## src/pkg/tlip_pkg.sv

```systemverilog
package tlip_pkg;

	////////////////////////////////////////////////////////////////////////
	// sizes
	localparam int NSRC   = 17;
	localparam int ADDR_W = 32;
	localparam int DATA_W = 32;
	localparam int STRB_W = 4;

	////////////////////////////////////////////////////////////////////////
	// source bit positions
	localparam int BIT_TIMER_ONE    = 0;
	localparam int BIT_TIMER_TWO    = 1;
	localparam int BIT_MANAGEMENT   = 2;
	localparam int BIT_BASEBAND     = 3;
	localparam int BIT_SLEEP_TIMER  = 4;
	localparam int BIT_SERIAL_ONE   = 5;
	localparam int BIT_SERIAL_TWO   = 6;
	localparam int BIT_SECURITY     = 7;
	localparam int BIT_RADIO_TIMER  = 8;
	localparam int BIT_RADIO_TX     = 9;
	localparam int BIT_RADIO_RX     = 10;
	localparam int BIT_ADC          = 11;
	localparam int BIT_EXT_A        = 12;
	localparam int BIT_EXT_B        = 13;
	localparam int BIT_EXT_C        = 14;
	localparam int BIT_EXT_D        = 15;
	localparam int BIT_DEBUG        = 16;

	////////////////////////////////////////////////////////////////////////
	// register byte addresses
	localparam logic [31:0] OFS_PENDING_SET   = 32'he000_e200;
	localparam logic [31:0] OFS_PENDING_CLEAR = 32'he000_e280;
	localparam logic [31:0] OFS_ACTIVE        = 32'he000_e300;
	localparam logic [31:0] OFS_EVENT_STATUS  = 32'he000_e380;
	localparam logic [31:0] OFS_EVENT_MASK    = 32'he000_e384;

	////////////////////////////////////////////////////////////////////////
	// reset values and responses
	localparam logic [16:0] RST_SRC_VEC  = 17'h0_0000;
	localparam logic        RST_SRC_BIT  = 1'h0;
	localparam logic [31:0] RST_RDATA    = 32'h0000_0000;
	localparam logic [14:0] ZERO_UPPER   = 15'h0000;
	localparam logic [1:0]  RESP_OKAY    = 2'h0;
	localparam logic [1:0]  RESP_SLVERR  = 2'h2;

	////////////////////////////////////////////////////////////////////////
	// types
	typedef logic [NSRC-1:0] tlip_src_t;

	typedef struct packed {
		logic [ADDR_W-1:0] addr;
		logic [DATA_W-1:0] data;
		logic [STRB_W-1:0] strb;
	} tlip_wr_s;

	typedef struct packed {
		logic debug_source;
		logic ext_pin_source_d;
		logic ext_pin_source_c;
		logic ext_pin_source_b;
		logic ext_pin_source_a;
		logic adc_source;
		logic radio_receive_source;
		logic radio_transmit_source;
		logic radio_timer_source;
		logic security_source;
		logic serial_ctrl_two_source;
		logic serial_ctrl_one_source;
		logic sleep_timer_source;
		logic baseband_source;
		logic management_source;
		logic timer_two_source;
		logic timer_one_source;
	} tlip_req_s;

endpackage

```

## src/rtl/tlip_top.sv

```systemverilog
// Chosen here: the AXI4-Lite slave port.
`timescale 1ns/10ps
module tlip_top (
	input  wire logic                 clk,
	input  wire logic                 nrst,
	input  wire logic [31:0]          s_axi_awaddr,
	input  wire logic                 s_axi_awvalid,
	output logic                      s_axi_awready,
	input  wire logic [31:0]          s_axi_wdata,
	input  wire logic [3:0]           s_axi_wstrb,
	input  wire logic                 s_axi_wvalid,
	output logic                      s_axi_wready,
	output logic [1:0]                s_axi_bresp,
	output logic                      s_axi_bvalid,
	input  wire logic                 s_axi_bready,
	input  wire logic [31:0]          s_axi_araddr,
	input  wire logic                 s_axi_arvalid,
	output logic                      s_axi_arready,
	output logic [31:0]               s_axi_rdata,
	output logic [1:0]                s_axi_rresp,
	output logic                      s_axi_rvalid,
	input  wire logic                 s_axi_rready,
	input  wire tlip_pkg::tlip_req_s  src_req,
	input  wire tlip_pkg::tlip_src_t  handler_enter,
	input  wire tlip_pkg::tlip_src_t  handler_exit,
	output tlip_pkg::tlip_src_t       pending_state,
	output tlip_pkg::tlip_src_t       active_state,
	output logic                      irq
);

	logic                wr_en;
	tlip_pkg::tlip_wr_s  wr;
	logic                wr_hit;
	logic [31:0]         rd_data;
	logic                rd_hit;
	logic [31:0]         lane_mask;
	tlip_pkg::tlip_src_t req_vec;
	tlip_pkg::tlip_src_t set_vec;
	tlip_pkg::tlip_src_t clr_vec;
	tlip_pkg::tlip_src_t pend_vec;
	tlip_pkg::tlip_src_t act_vec;
	tlip_pkg::tlip_src_t rise_vec;
	tlip_pkg::tlip_src_t status_r, status_nxt;
	tlip_pkg::tlip_src_t mask_r, mask_nxt;
	tlip_pkg::tlip_src_t st_clr_vec;
	logic                irq_r, irq_nxt;
	logic                ar_take;

	////////////////////////////////////////////////////////////////////////
	// bus slave
	tlip_axil_slave u_bus (
		.clk           (clk),
		.nrst          (nrst),
		.s_axi_awaddr  (s_axi_awaddr),
		.s_axi_awvalid (s_axi_awvalid),
		.s_axi_awready (s_axi_awready),
		.s_axi_wdata   (s_axi_wdata),
		.s_axi_wstrb   (s_axi_wstrb),
		.s_axi_wvalid  (s_axi_wvalid),
		.s_axi_wready  (s_axi_wready),
		.s_axi_bresp   (s_axi_bresp),
		.s_axi_bvalid  (s_axi_bvalid),
		.s_axi_bready  (s_axi_bready),
		.s_axi_arvalid (s_axi_arvalid),
		.s_axi_arready (s_axi_arready),
		.s_axi_rdata   (s_axi_rdata),
		.s_axi_rresp   (s_axi_rresp),
		.s_axi_rvalid  (s_axi_rvalid),
		.s_axi_rready  (s_axi_rready),
		.wr_en         (wr_en),
		.wr            (wr),
		.wr_hit        (wr_hit),
		.rd_data       (rd_data),
		.rd_hit        (rd_hit)
	);

	assign ar_take = s_axi_arvalid && s_axi_arready;

	////////////////////////////////////////////////////////////////////////
	// source placement
	always_comb begin
		req_vec = tlip_pkg::RST_SRC_VEC;
		req_vec[tlip_pkg::BIT_DEBUG]       = src_req.debug_source;
		req_vec[tlip_pkg::BIT_EXT_A]       = src_req.ext_pin_source_a;
		req_vec[tlip_pkg::BIT_EXT_B]       = src_req.ext_pin_source_b;
		req_vec[tlip_pkg::BIT_EXT_C]       = src_req.ext_pin_source_c;
		req_vec[tlip_pkg::BIT_EXT_D]       = src_req.ext_pin_source_d;
		req_vec[tlip_pkg::BIT_RADIO_RX]    = src_req.radio_receive_source;
		req_vec[tlip_pkg::BIT_RADIO_TX]    = src_req.radio_transmit_source;
		req_vec[tlip_pkg::BIT_RADIO_TIMER] = src_req.radio_timer_source;
		req_vec[tlip_pkg::BIT_ADC]         = src_req.adc_source;
		req_vec[tlip_pkg::BIT_SECURITY]    = src_req.security_source;
		req_vec[tlip_pkg::BIT_SERIAL_TWO]  = src_req.serial_ctrl_two_source;
		req_vec[tlip_pkg::BIT_SERIAL_ONE]  = src_req.serial_ctrl_one_source;
		req_vec[tlip_pkg::BIT_SLEEP_TIMER] = src_req.sleep_timer_source;
		req_vec[tlip_pkg::BIT_BASEBAND]    = src_req.baseband_source;
		req_vec[tlip_pkg::BIT_MANAGEMENT]  = src_req.management_source;
		req_vec[tlip_pkg::BIT_TIMER_TWO]   = src_req.timer_two_source;
		req_vec[tlip_pkg::BIT_TIMER_ONE]   = src_req.timer_one_source;
	end

	////////////////////////////////////////////////////////////////////////
	// write decode, byte lanes gate the ones
	assign lane_mask = {{8{wr.strb[3]}}, {8{wr.strb[2]}},
	                    {8{wr.strb[1]}}, {8{wr.strb[0]}}};

	always_comb begin
		set_vec    = tlip_pkg::RST_SRC_VEC;
		clr_vec    = tlip_pkg::RST_SRC_VEC;
		st_clr_vec = tlip_pkg::RST_SRC_VEC;
		mask_nxt   = mask_r;
		wr_hit     = 1'b0;
		if (wr_en) begin
			unique case (wr.addr)
				tlip_pkg::OFS_PENDING_SET: begin
					set_vec = wr.data[16:0] & lane_mask[16:0];
					wr_hit  = 1'b1;
				end
				tlip_pkg::OFS_PENDING_CLEAR: begin
					clr_vec = wr.data[16:0] & lane_mask[16:0];
					wr_hit  = 1'b1;
				end
				tlip_pkg::OFS_ACTIVE: begin
					wr_hit = 1'b1;
				end
				tlip_pkg::OFS_EVENT_STATUS: begin
					st_clr_vec = wr.data[16:0] & lane_mask[16:0];
					wr_hit     = 1'b1;
				end
				tlip_pkg::OFS_EVENT_MASK: begin
					mask_nxt = (mask_r & ~lane_mask[16:0]) |
					           (wr.data[16:0] & lane_mask[16:0]);
					wr_hit   = 1'b1;
				end
				default: begin
					wr_hit = 1'b0;
				end
			endcase
		end
	end

	////////////////////////////////////////////////////////////////////////
	// one cell per source
	genvar gi;
	generate
		for (gi = 0; gi < tlip_pkg::NSRC; gi++) begin : g_src
			tlip_src_cell u_cell (
				.clk       (clk),
				.nrst      (nrst),
				.req       (req_vec[gi]),
				.sw_set    (set_vec[gi]),
				.sw_clr    (clr_vec[gi]),
				.enter     (handler_enter[gi]),
				.leave     (handler_exit[gi]),
				.pend      (pend_vec[gi]),
				.act       (act_vec[gi]),
				.pend_rise (rise_vec[gi])
			);
		end
	endgenerate

	assign pending_state = pend_vec;
	assign active_state  = act_vec;

	////////////////////////////////////////////////////////////////////////
	// read mux
	always_comb begin
		rd_data = tlip_pkg::RST_RDATA;
		rd_hit  = 1'b1;
		unique case (s_axi_araddr)
			tlip_pkg::OFS_PENDING_SET,
			tlip_pkg::OFS_PENDING_CLEAR: begin
				rd_data = {tlip_pkg::ZERO_UPPER, pend_vec};
			end
			tlip_pkg::OFS_ACTIVE: begin
				rd_data = {tlip_pkg::ZERO_UPPER, act_vec};
			end
			tlip_pkg::OFS_EVENT_STATUS: begin
				rd_data = {tlip_pkg::ZERO_UPPER, status_r};
			end
			tlip_pkg::OFS_EVENT_MASK: begin
				rd_data = {tlip_pkg::ZERO_UPPER, mask_r};
			end
			default: begin
				rd_hit = 1'b0;
			end
		endcase
	end

	////////////////////////////////////////////////////////////////////////
	// event status, mask and interrupt line
	always_comb begin
		status_nxt = (status_r & ~st_clr_vec) | rise_vec;
		irq_nxt    = |(status_nxt & mask_nxt);
	end

	always_ff @(posedge clk or negedge nrst) begin
		if (!nrst) begin
			status_r <= tlip_pkg::RST_SRC_VEC;
			mask_r   <= tlip_pkg::RST_SRC_VEC;
			irq_r    <= 1'b0;
		end else begin
			status_r <= status_nxt;
			mask_r   <= mask_nxt;
			irq_r    <= irq_nxt;
		end
	end

	assign irq = irq_r;
endmodule

```

## src/rtl/tlip_src_cell.sv

```systemverilog
`timescale 1ns/10ps
module tlip_src_cell (
	input  wire logic clk,
	input  wire logic nrst,
	input  wire logic req,
	input  wire logic sw_set,
	input  wire logic sw_clr,
	input  wire logic enter,
	input  wire logic leave,
	output logic      pend,
	output logic      act,
	output logic      pend_rise
);

	logic pend_r;
	logic pend_nxt;
	logic act_r;
	logic act_nxt;

	////////////////////////////////////////////////////////////////////////
	// pending and active state, set wins over clear
	always_comb begin
		pend_nxt = pend_r;
		act_nxt  = act_r;
		if (sw_clr || enter) begin
			pend_nxt = 1'b0;
		end
		if (sw_set || req) begin
			pend_nxt = 1'b1;
		end
		if (leave) begin
			act_nxt = 1'b0;
		end
		if (enter) begin
			act_nxt = 1'b1;
		end
	end

	always_ff @(posedge clk or negedge nrst) begin
		if (!nrst) begin
			pend_r <= tlip_pkg::RST_SRC_BIT;
			act_r  <= tlip_pkg::RST_SRC_BIT;
		end else begin
			pend_r <= pend_nxt;
			act_r  <= act_nxt;
		end
	end

	assign pend      = pend_r;
	assign act       = act_r;
	assign pend_rise = pend_nxt & ~pend_r;
endmodule

```

## src/rtl/tlip_axil_slave.sv

```systemverilog
`timescale 1ns/10ps
module tlip_axil_slave (
	input  wire logic                 clk,
	input  wire logic                 nrst,
	input  wire logic [31:0]          s_axi_awaddr,
	input  wire logic                 s_axi_awvalid,
	output logic                      s_axi_awready,
	input  wire logic [31:0]          s_axi_wdata,
	input  wire logic [3:0]           s_axi_wstrb,
	input  wire logic                 s_axi_wvalid,
	output logic                      s_axi_wready,
	output logic [1:0]                s_axi_bresp,
	output logic                      s_axi_bvalid,
	input  wire logic                 s_axi_bready,
	input  wire logic                 s_axi_arvalid,
	output logic                      s_axi_arready,
	output logic [31:0]               s_axi_rdata,
	output logic [1:0]                s_axi_rresp,
	output logic                      s_axi_rvalid,
	input  wire logic                 s_axi_rready,
	output logic                      wr_en,
	output tlip_pkg::tlip_wr_s        wr,
	input  wire logic                 wr_hit,
	input  wire logic [31:0]          rd_data,
	input  wire logic                 rd_hit
);

	logic               aw_held_r, aw_held_nxt;
	logic               w_held_r, w_held_nxt;
	tlip_pkg::tlip_wr_s wr_r, wr_nxt;
	logic               awready_r, awready_nxt;
	logic               wready_r, wready_nxt;
	logic               bvalid_r, bvalid_nxt;
	logic [1:0]         bresp_r, bresp_nxt;
	logic               arready_r, arready_nxt;
	logic               rvalid_r, rvalid_nxt;
	logic [31:0]        rdata_r, rdata_nxt;
	logic [1:0]         rresp_r, rresp_nxt;

	////////////////////////////////////////////////////////////////////////
	// write path: address and data in either order
	always_comb begin
		aw_held_nxt = aw_held_r;
		w_held_nxt  = w_held_r;
		wr_nxt      = wr_r;
		bvalid_nxt  = bvalid_r;
		bresp_nxt   = bresp_r;
		if (s_axi_awvalid && awready_r) begin
			aw_held_nxt = 1'b1;
			wr_nxt.addr = s_axi_awaddr;
		end
		if (s_axi_wvalid && wready_r) begin
			w_held_nxt  = 1'b1;
			wr_nxt.data = s_axi_wdata;
			wr_nxt.strb = s_axi_wstrb;
		end
		if (bvalid_r && s_axi_bready) begin
			bvalid_nxt = 1'b0;
		end
		if (aw_held_r && w_held_r) begin
			aw_held_nxt = 1'b0;
			w_held_nxt  = 1'b0;
			bvalid_nxt  = 1'b1;
			bresp_nxt   = wr_hit ? tlip_pkg::RESP_OKAY
			                     : tlip_pkg::RESP_SLVERR;
		end
		awready_nxt = !aw_held_nxt && !bvalid_nxt;
		wready_nxt  = !w_held_nxt && !bvalid_nxt;
	end

	always_ff @(posedge clk or negedge nrst) begin
		if (!nrst) begin
			aw_held_r <= 1'b0;
			w_held_r  <= 1'b0;
			wr_r      <= '0;
			awready_r <= 1'b0;
			wready_r  <= 1'b0;
			bvalid_r  <= 1'b0;
			bresp_r   <= tlip_pkg::RESP_OKAY;
		end else begin
			aw_held_r <= aw_held_nxt;
			w_held_r  <= w_held_nxt;
			wr_r      <= wr_nxt;
			awready_r <= awready_nxt;
			wready_r  <= wready_nxt;
			bvalid_r  <= bvalid_nxt;
			bresp_r   <= bresp_nxt;
		end
	end

	////////////////////////////////////////////////////////////////////////
	// read path: data captured at the address handshake
	always_comb begin
		rvalid_nxt = rvalid_r;
		rdata_nxt  = rdata_r;
		rresp_nxt  = rresp_r;
		if (rvalid_r && s_axi_rready) begin
			rvalid_nxt = 1'b0;
		end
		if (s_axi_arvalid && arready_r) begin
			rvalid_nxt = 1'b1;
			rdata_nxt  = rd_hit ? rd_data : tlip_pkg::RST_RDATA;
			rresp_nxt  = rd_hit ? tlip_pkg::RESP_OKAY
			                    : tlip_pkg::RESP_SLVERR;
		end
		arready_nxt = !rvalid_nxt;
	end

	always_ff @(posedge clk or negedge nrst) begin
		if (!nrst) begin
			arready_r <= 1'b0;
			rvalid_r  <= 1'b0;
			rdata_r   <= tlip_pkg::RST_RDATA;
			rresp_r   <= tlip_pkg::RESP_OKAY;
		end else begin
			arready_r <= arready_nxt;
			rvalid_r  <= rvalid_nxt;
			rdata_r   <= rdata_nxt;
			rresp_r   <= rresp_nxt;
		end
	end

	assign wr_en         = aw_held_r && w_held_r;
	assign wr            = wr_r;
	assign s_axi_awready = awready_r;
	assign s_axi_wready  = wready_r;
	assign s_axi_bvalid  = bvalid_r;
	assign s_axi_bresp   = bresp_r;
	assign s_axi_arready = arready_r;
	assign s_axi_rvalid  = rvalid_r;
	assign s_axi_rdata   = rdata_r;
	assign s_axi_rresp   = rresp_r;

endmodule

```

## config.mk

```make
export PLATFORM = sky130hd
export DESIGN_NAME = tlip_top
export DESIGN_NICKNAME = d
export VERILOG_FILES = /design/src/pkg/tlip_pkg.sv /design/src/rtl/tlip_top.sv /design/src/rtl/tlip_src_cell.sv /design/src/rtl/tlip_axil_slave.sv
export SDC_FILE = /design/constraint.sdc
export NUM_CORES = 1
export LEC_CHECK = 0
export ABC_AREA = 1
export BUFFER_PORTS_ARGS = -buffer_cell sky130_fd_sc_hd__buf_4
export CAP_MARGIN = 10
export CORE_MARGIN = 3
export CORE_UTILIZATION = 54
export DETAILED_ROUTE_END_ITERATION = 10
export HOLD_SLACK_MARGIN = 0.02
export PLACE_DENSITY = 0.91
export RECOVER_POWER = 25
export SLEW_MARGIN = 10
export SYNTH_ARGS = -nofsm -noshare
export SYNTH_HDL_FRONTEND = slang
export SYNTH_HIERARCHICAL = 1
export SYNTH_SLANG_ARGS = --single-unit
```

## constraint.sdc

```tcl
create_clock -name clk -period 2.3 [get_ports clk]
set_clock_uncertainty 0.05 [all_clocks]
set_input_delay 0.23 -clock clk [delete_from_list [all_inputs] [get_ports clk]]
set_output_delay 0.23 -clock clk [all_outputs]
set_load 0.005 [all_outputs]
```

* After elaboration in Yosys (flattened, before gate mapping)
Cells that the tools add are included.
** Storage, ports and cells
- Logic and storage cells :: 260
- Input bits :: 158
- Register bits after elaboration :: 164
- Output and inout bits :: 76
** Cells by class
- Reduce and logical (&&, ||, !) cells :: 67
- Bitwise logic cells :: 42
- Equality and inequality tests :: 10
- Muxes and demuxes :: 91
** Operator list (number)
- 32-bit == test, second input constant :: 10
- 17-bit two-way mux :: 9
- 1-bit two-way mux :: 79
- 17-bit bitwise AND :: 4
- 17-bit one-hot mux with 4 select lines :: 1
- 1-bit logical OR :: 34
- 17-bit inverter :: 2
- 17-bit OR :: 2
- 2-bit nonzero test :: 17
- 1-bit bitwise AND :: 17
- 1-bit inverter :: 17
- 17-bit OR reduction :: 1
- 5-bit OR reduction :: 2
- 1-bit logical AND :: 8
- 1-bit logical NOT :: 4
- 2-bit two-way mux :: 2
- 2-bit OR reduction :: 1

* Longest topological paths before layout
- Depth after elaboration :: 10
- Depth in mapped cells :: 18
- Mapped depth without buffers :: 17

* Cells and area by module
Netlist, hierarchy kept.
** Modules (own cells, without submodules)
- tlip_axil_slave :: cells each 470, area each 4302.9 um^2, sequential area each 2727.6 um^2, instances 1
- tlip_top :: cells each 464, area each 2885.3 um^2, sequential area each 875.8 um^2, instances 1
- tlip_src_cell :: cells each 10, area each 87.6 um^2, sequential area each 50.0 um^2, instances 17

* Worst setup path before layout
Ideal clock, no wire load.
- Path kind :: reg-to-reg
- Start point :: register u_bus.wr_r, in the netlist u_bus/wr[66]
- End point :: register irq_r (netlist: irq)
- Setup time :: 0.119 ns
- Clock period less this slack :: 2.096 ns
- Slack :: 0.204 ns
- Buffers on the path :: 1
- Data required time :: 2.131 ns
- Cell stages (with the launch flop) :: 19
- Arrival time :: 1.928 ns
- Cells stage by stage :: dfrtp_1 -> nand2_1 -> inv_1 -> nand2_1 -> nor2_1 -> nand2_1 -> inv_1 -> nand3_1 -> clkbuf_1 -> nor2_1 -> o21a_1 -> inv_1 -> nand2_1 -> nand2_1 -> nand2_1 -> nor2_1 -> nand2_1 -> nor2_1 -> nand2_1
** Between the ends
- Elaborated cells between the ends (all ways) :: 102
- Those cells by class :: eq/ne (4); mux (42); bitwise (21); reduce/logical (35)
** RTL lines
- from (decl) :: line tlip_axil_slave.sv:30 : tlip_pkg::tlip_wr_s wr_r, wr_nxt;
- from (signal assigned) :: line tlip_axil_slave.sv:83 : wr_r <= wr_nxt;
- 32-bit == test :: line tlip_top.sv:114 : unique case (wr.addr)
- 17-bit two-way mux :: line tlip_top.sv:114
- 17-bit two-way mux :: line tlip_top.sv:113 : if (wr_en) begin
- net set_vec[4] :: line tlip_top.sv:38 : tlip_pkg::tlip_src_t set_vec;
- 1-bit logical OR :: line tlip_src_cell.sv:28 : if (sw_set || req) begin
- 1-bit two-way mux :: line tlip_src_cell.sv:28
- 1-bit bitwise AND :: line tlip_src_cell.sv:51 : assign pend_rise = pend_nxt & ~pend_r;
- net rise_vec[4] :: line tlip_top.sv:42 : tlip_pkg::tlip_src_t rise_vec;
- 17-bit OR :: line tlip_top.sv:193 : status_nxt = (status_r & ~st_clr_vec) | rise_vec;
- net status_nxt[4] :: line tlip_top.sv:43 : tlip_pkg::tlip_src_t status_r, status_nxt;
- 17-bit bitwise AND :: line tlip_top.sv:194 : irq_nxt = |(status_nxt & mask_nxt);
- 17-bit OR reduction :: line tlip_top.sv:194
- net irq_nxt :: line tlip_top.sv:46 : logic irq_r, irq_nxt;
- to (signal assigned) :: line tlip_top.sv:205 : irq_r <= irq_nxt;
- to (decl) :: line tlip_top.sv:46
The timed path passes the listed nets, and every way through them passes these cells.
A chain may end at the register's enable or synchronous reset.

* Worst setup path after layout
- Start point :: register u_bus.wr_r, in the netlist u_bus/wr[61]
- End point :: register g_src[8].u_cell.pend_r
** Between the ends
- Longest elaborated chain between the ends :: 6
- Elaborated cells between the ends (all ways) :: 10
- Those cells by class :: eq/ne (2); mux (6); reduce/logical (2)
** Ends and longest elaborated chain
- 32-bit == test :: line tlip_top.sv:114
- 17-bit two-way mux :: line tlip_top.sv:114
- 17-bit two-way mux :: line tlip_top.sv:113
- net clr_vec[8] :: line tlip_top.sv:39 : tlip_pkg::tlip_src_t clr_vec;
- 1-bit logical OR :: line tlip_src_cell.sv:25 : if (sw_clr || enter) begin
- 1-bit two-way mux :: line tlip_src_cell.sv:25
- 1-bit two-way mux :: line tlip_src_cell.sv:28
- net g_src[8].u_cell.pend_nxt :: line tlip_src_cell.sv:16 : logic pend_nxt;
- to (signal assigned) :: line tlip_src_cell.sv:41 : pend_r <= tlip_pkg::RST_SRC_BIT;
- to (signal assigned) :: line tlip_src_cell.sv:44 : pend_r <= pend_nxt;
- to (decl) :: line tlip_src_cell.sv:15 : logic pend_r;
The timed path passes the listed nets, and every way through them passes these cells.

==> impl_metrics.toml <==
[sta]
setup_ws_ns = 0.01745
hold_viol_final = 1
worst_hold_slack_ns = -0.001432
maxSlewHeadroom_pct = -8.714
slew_viol_final = 63
timing.final.crit_share_pct = 99.24
rsz0062_at_grt = "true"
worst_slew_pin_slew_ns = 1.631
setup_tns_ns = 0
fin_crit_ns = 2.283
max_freq_mhz = 438.1
finalSetupViolCount = 0

[clock_tree]
cts_buffers = 17
cts_sinks = 162
clk_latency_ns = 0.43
htree_levels = 4
clk_path_buf_depth = 2
clk_pin_slew_worst_paths_ns = 0.06
cts_tree = "yes"
clockRootBuffer = "clkbuf_16"

[critical_path]
crit_path_end = "g_src[8].u_cell/pend"
reg2reg_from = "u_bus/wr[61]"
required_ns = 2.56
cp.arrival_ns = 2.54
r2r_slack_ns = 0.02
rr_endpoint = "g_src[8].u_cell/pend"
crit_path_start = "u_bus/wr[61]"
cp_max_fo = 9
crit_path_start_kind = "register"
crit_type = "register to register"
end_kind = "register"
reg2reg_depth = 12

[cells_and_area]
final_util_pct = 80.93
drive_gt1_share_pct = 23.02
fin_nets = 1531
final_common_cell = "nand2_1"
final_cell_mix = "nand2_1, buf_4, dfrtp_1, nand3_1, dlygate4sd3_1"
area_growth_syn_to_layout_pct = 46.36
num_antenna_cells = 0
design_area_mm2 = 0.01181

[global_routing]
grt_pass1_vias = 8649
antenna_found_initial = 0
grt_overflow = 0
track_usage_pct = 32.75
grt_pass1_wl_um = 42370
grt_max_degree = 68

[job]
cap_violations = 1

[floorplan]
dieArea_mm2 = 0.01644
die_h_um = 128.2
ios = 234
core_mm2 = 0.01459
floorplan.initialDensity_pct = 55.29
die_w_um = 128.2
row_count = 44

[drt]
vias = 8715
dr.pass1.iters = 6
drt_iter0_drc = 944
antenna_left = 0
wl_per_cell_um = 17.36
viasPerCell = 5.551
drc = 0
wirelength_um = 27260

[synth]
syn_inst = 1038
syn_area_mm2 = 0.008066
yosys_warnings = 6
syn_area_per_cell_um2 = 7.771

[hold_path]
hold_start = "handler_enter[9]"
hp-class = "input port to register"

[place]
place_congestion = 0.8976
hpwlAfterDp_um = 16470
port_buffers = 215
place_area_mm2 = 0.009910
place_ws_ns = 0.09755

[power_and_ir_drop]
p_leak_nw = 5.900
peakVddDrop_mv = 0.6596
power_mw = 9.444
p_per_area_mw_per_mm2 = 799.9

[run_status]
violations = "hold timing, capacitance limit, slew limit"
status = "complete, but fails checks"
-- flip-flops by register name (all words and copies together), names as in the netlist --
name                 count
irq                      1
u_bus/s_axi_bvalid       1
status_r                17
u_bus/wr                52
u_bus/s_axi_wready       1
u_bus/s_axi_arready      1
g_src.u_cell/act        17
u_bus/aw_held_r          1
g_src.u_cell/pend       17
u_bus/s_axi_bresp        1
u_bus/w_held_r           1
u_bus/s_axi_awready      1
u_bus/s_axi_rdata       32
u_bus/s_axi_rresp        1
u_bus/s_axi_rvalid       1
mask_r                  17
-- through the flow --
| stage | instances | hold slack [ns] |
|---|---|---|
| final | 1570 | -0.001432 |
| after floorplan | 1053 | -0.1156 |
| after CTS | 1565 | 0.02001 |
| after detailed placement | 1423 | 0.2032 |
| after global routing | 1570 | 0.03199 |
| after global placement | 1423 | 0.2032 |
-- metal layers --
layer	global-route usage (%)	up-vias	share of wire, %
met5	0	-	0
met3	8.167	110	9.8
li1	-	3970	-
met2	55.96	569	50
met4	14.29	0	3.9
met1	39.19	4066	36
-- power breakdown --
group	internal, mW	switching, mW	leakage (nW)
clock network	2.09	1.23	0.330
logic	0.877	1.17	3.61
registers	3.38	0.698	1.96
total	6.35	3.10	5.90
-- critical path: stages (launching register included) --
cell           delay, ns
dfrtp_1             0.41
nor2_1              0.14
nand2_1             0.10
nor2_2              0.15
nand2_2             0.11
nor3_2              0.20
inv_2               0.07
buf_8               0.14
nor2_1              0.08
nor2_1              0.05
nand2_1             0.05
nand2_1             0.04
dlygate4sd3_1       0.55
-- cell type report --
type,instances,area (um^2)
fill,783,2783
sequential,162,4055
clock buffer,18,439.2
inverter,104,390.4
multi-input combinational,734,3458
tap,184,230.2
timing repair buffer,354,2983
clock inverter,14,250.2
-- worst min-delay path by stage --
stage / cells past startpoint / slack (ns) / to
CTS: 3 / 0.02 / u_bus/wr[63]
finish: 4 / -0.001 / g_src[9].u_cell/pend
detailed placement: 1 / 0.20 / u_bus/s_axi_arready
global route: 3 / 0.03 / u_bus/wr[61]
global placement: 1 / 0.20 / u_bus/s_axi_arready
floorplan: 0 / -0.12 / g_src[0].u_cell/act
-- repair_timing --
item / in CTS / in global routing
gates resized for setup: 0 / 27
buffers inserted: 0 / 5
setup endpoints to repair: 0 / 4
hold buffers: 110 / 1
endpoints found under the hold margin: 138 / 1
Note: power is estimated with default switching activity, not from simulation.
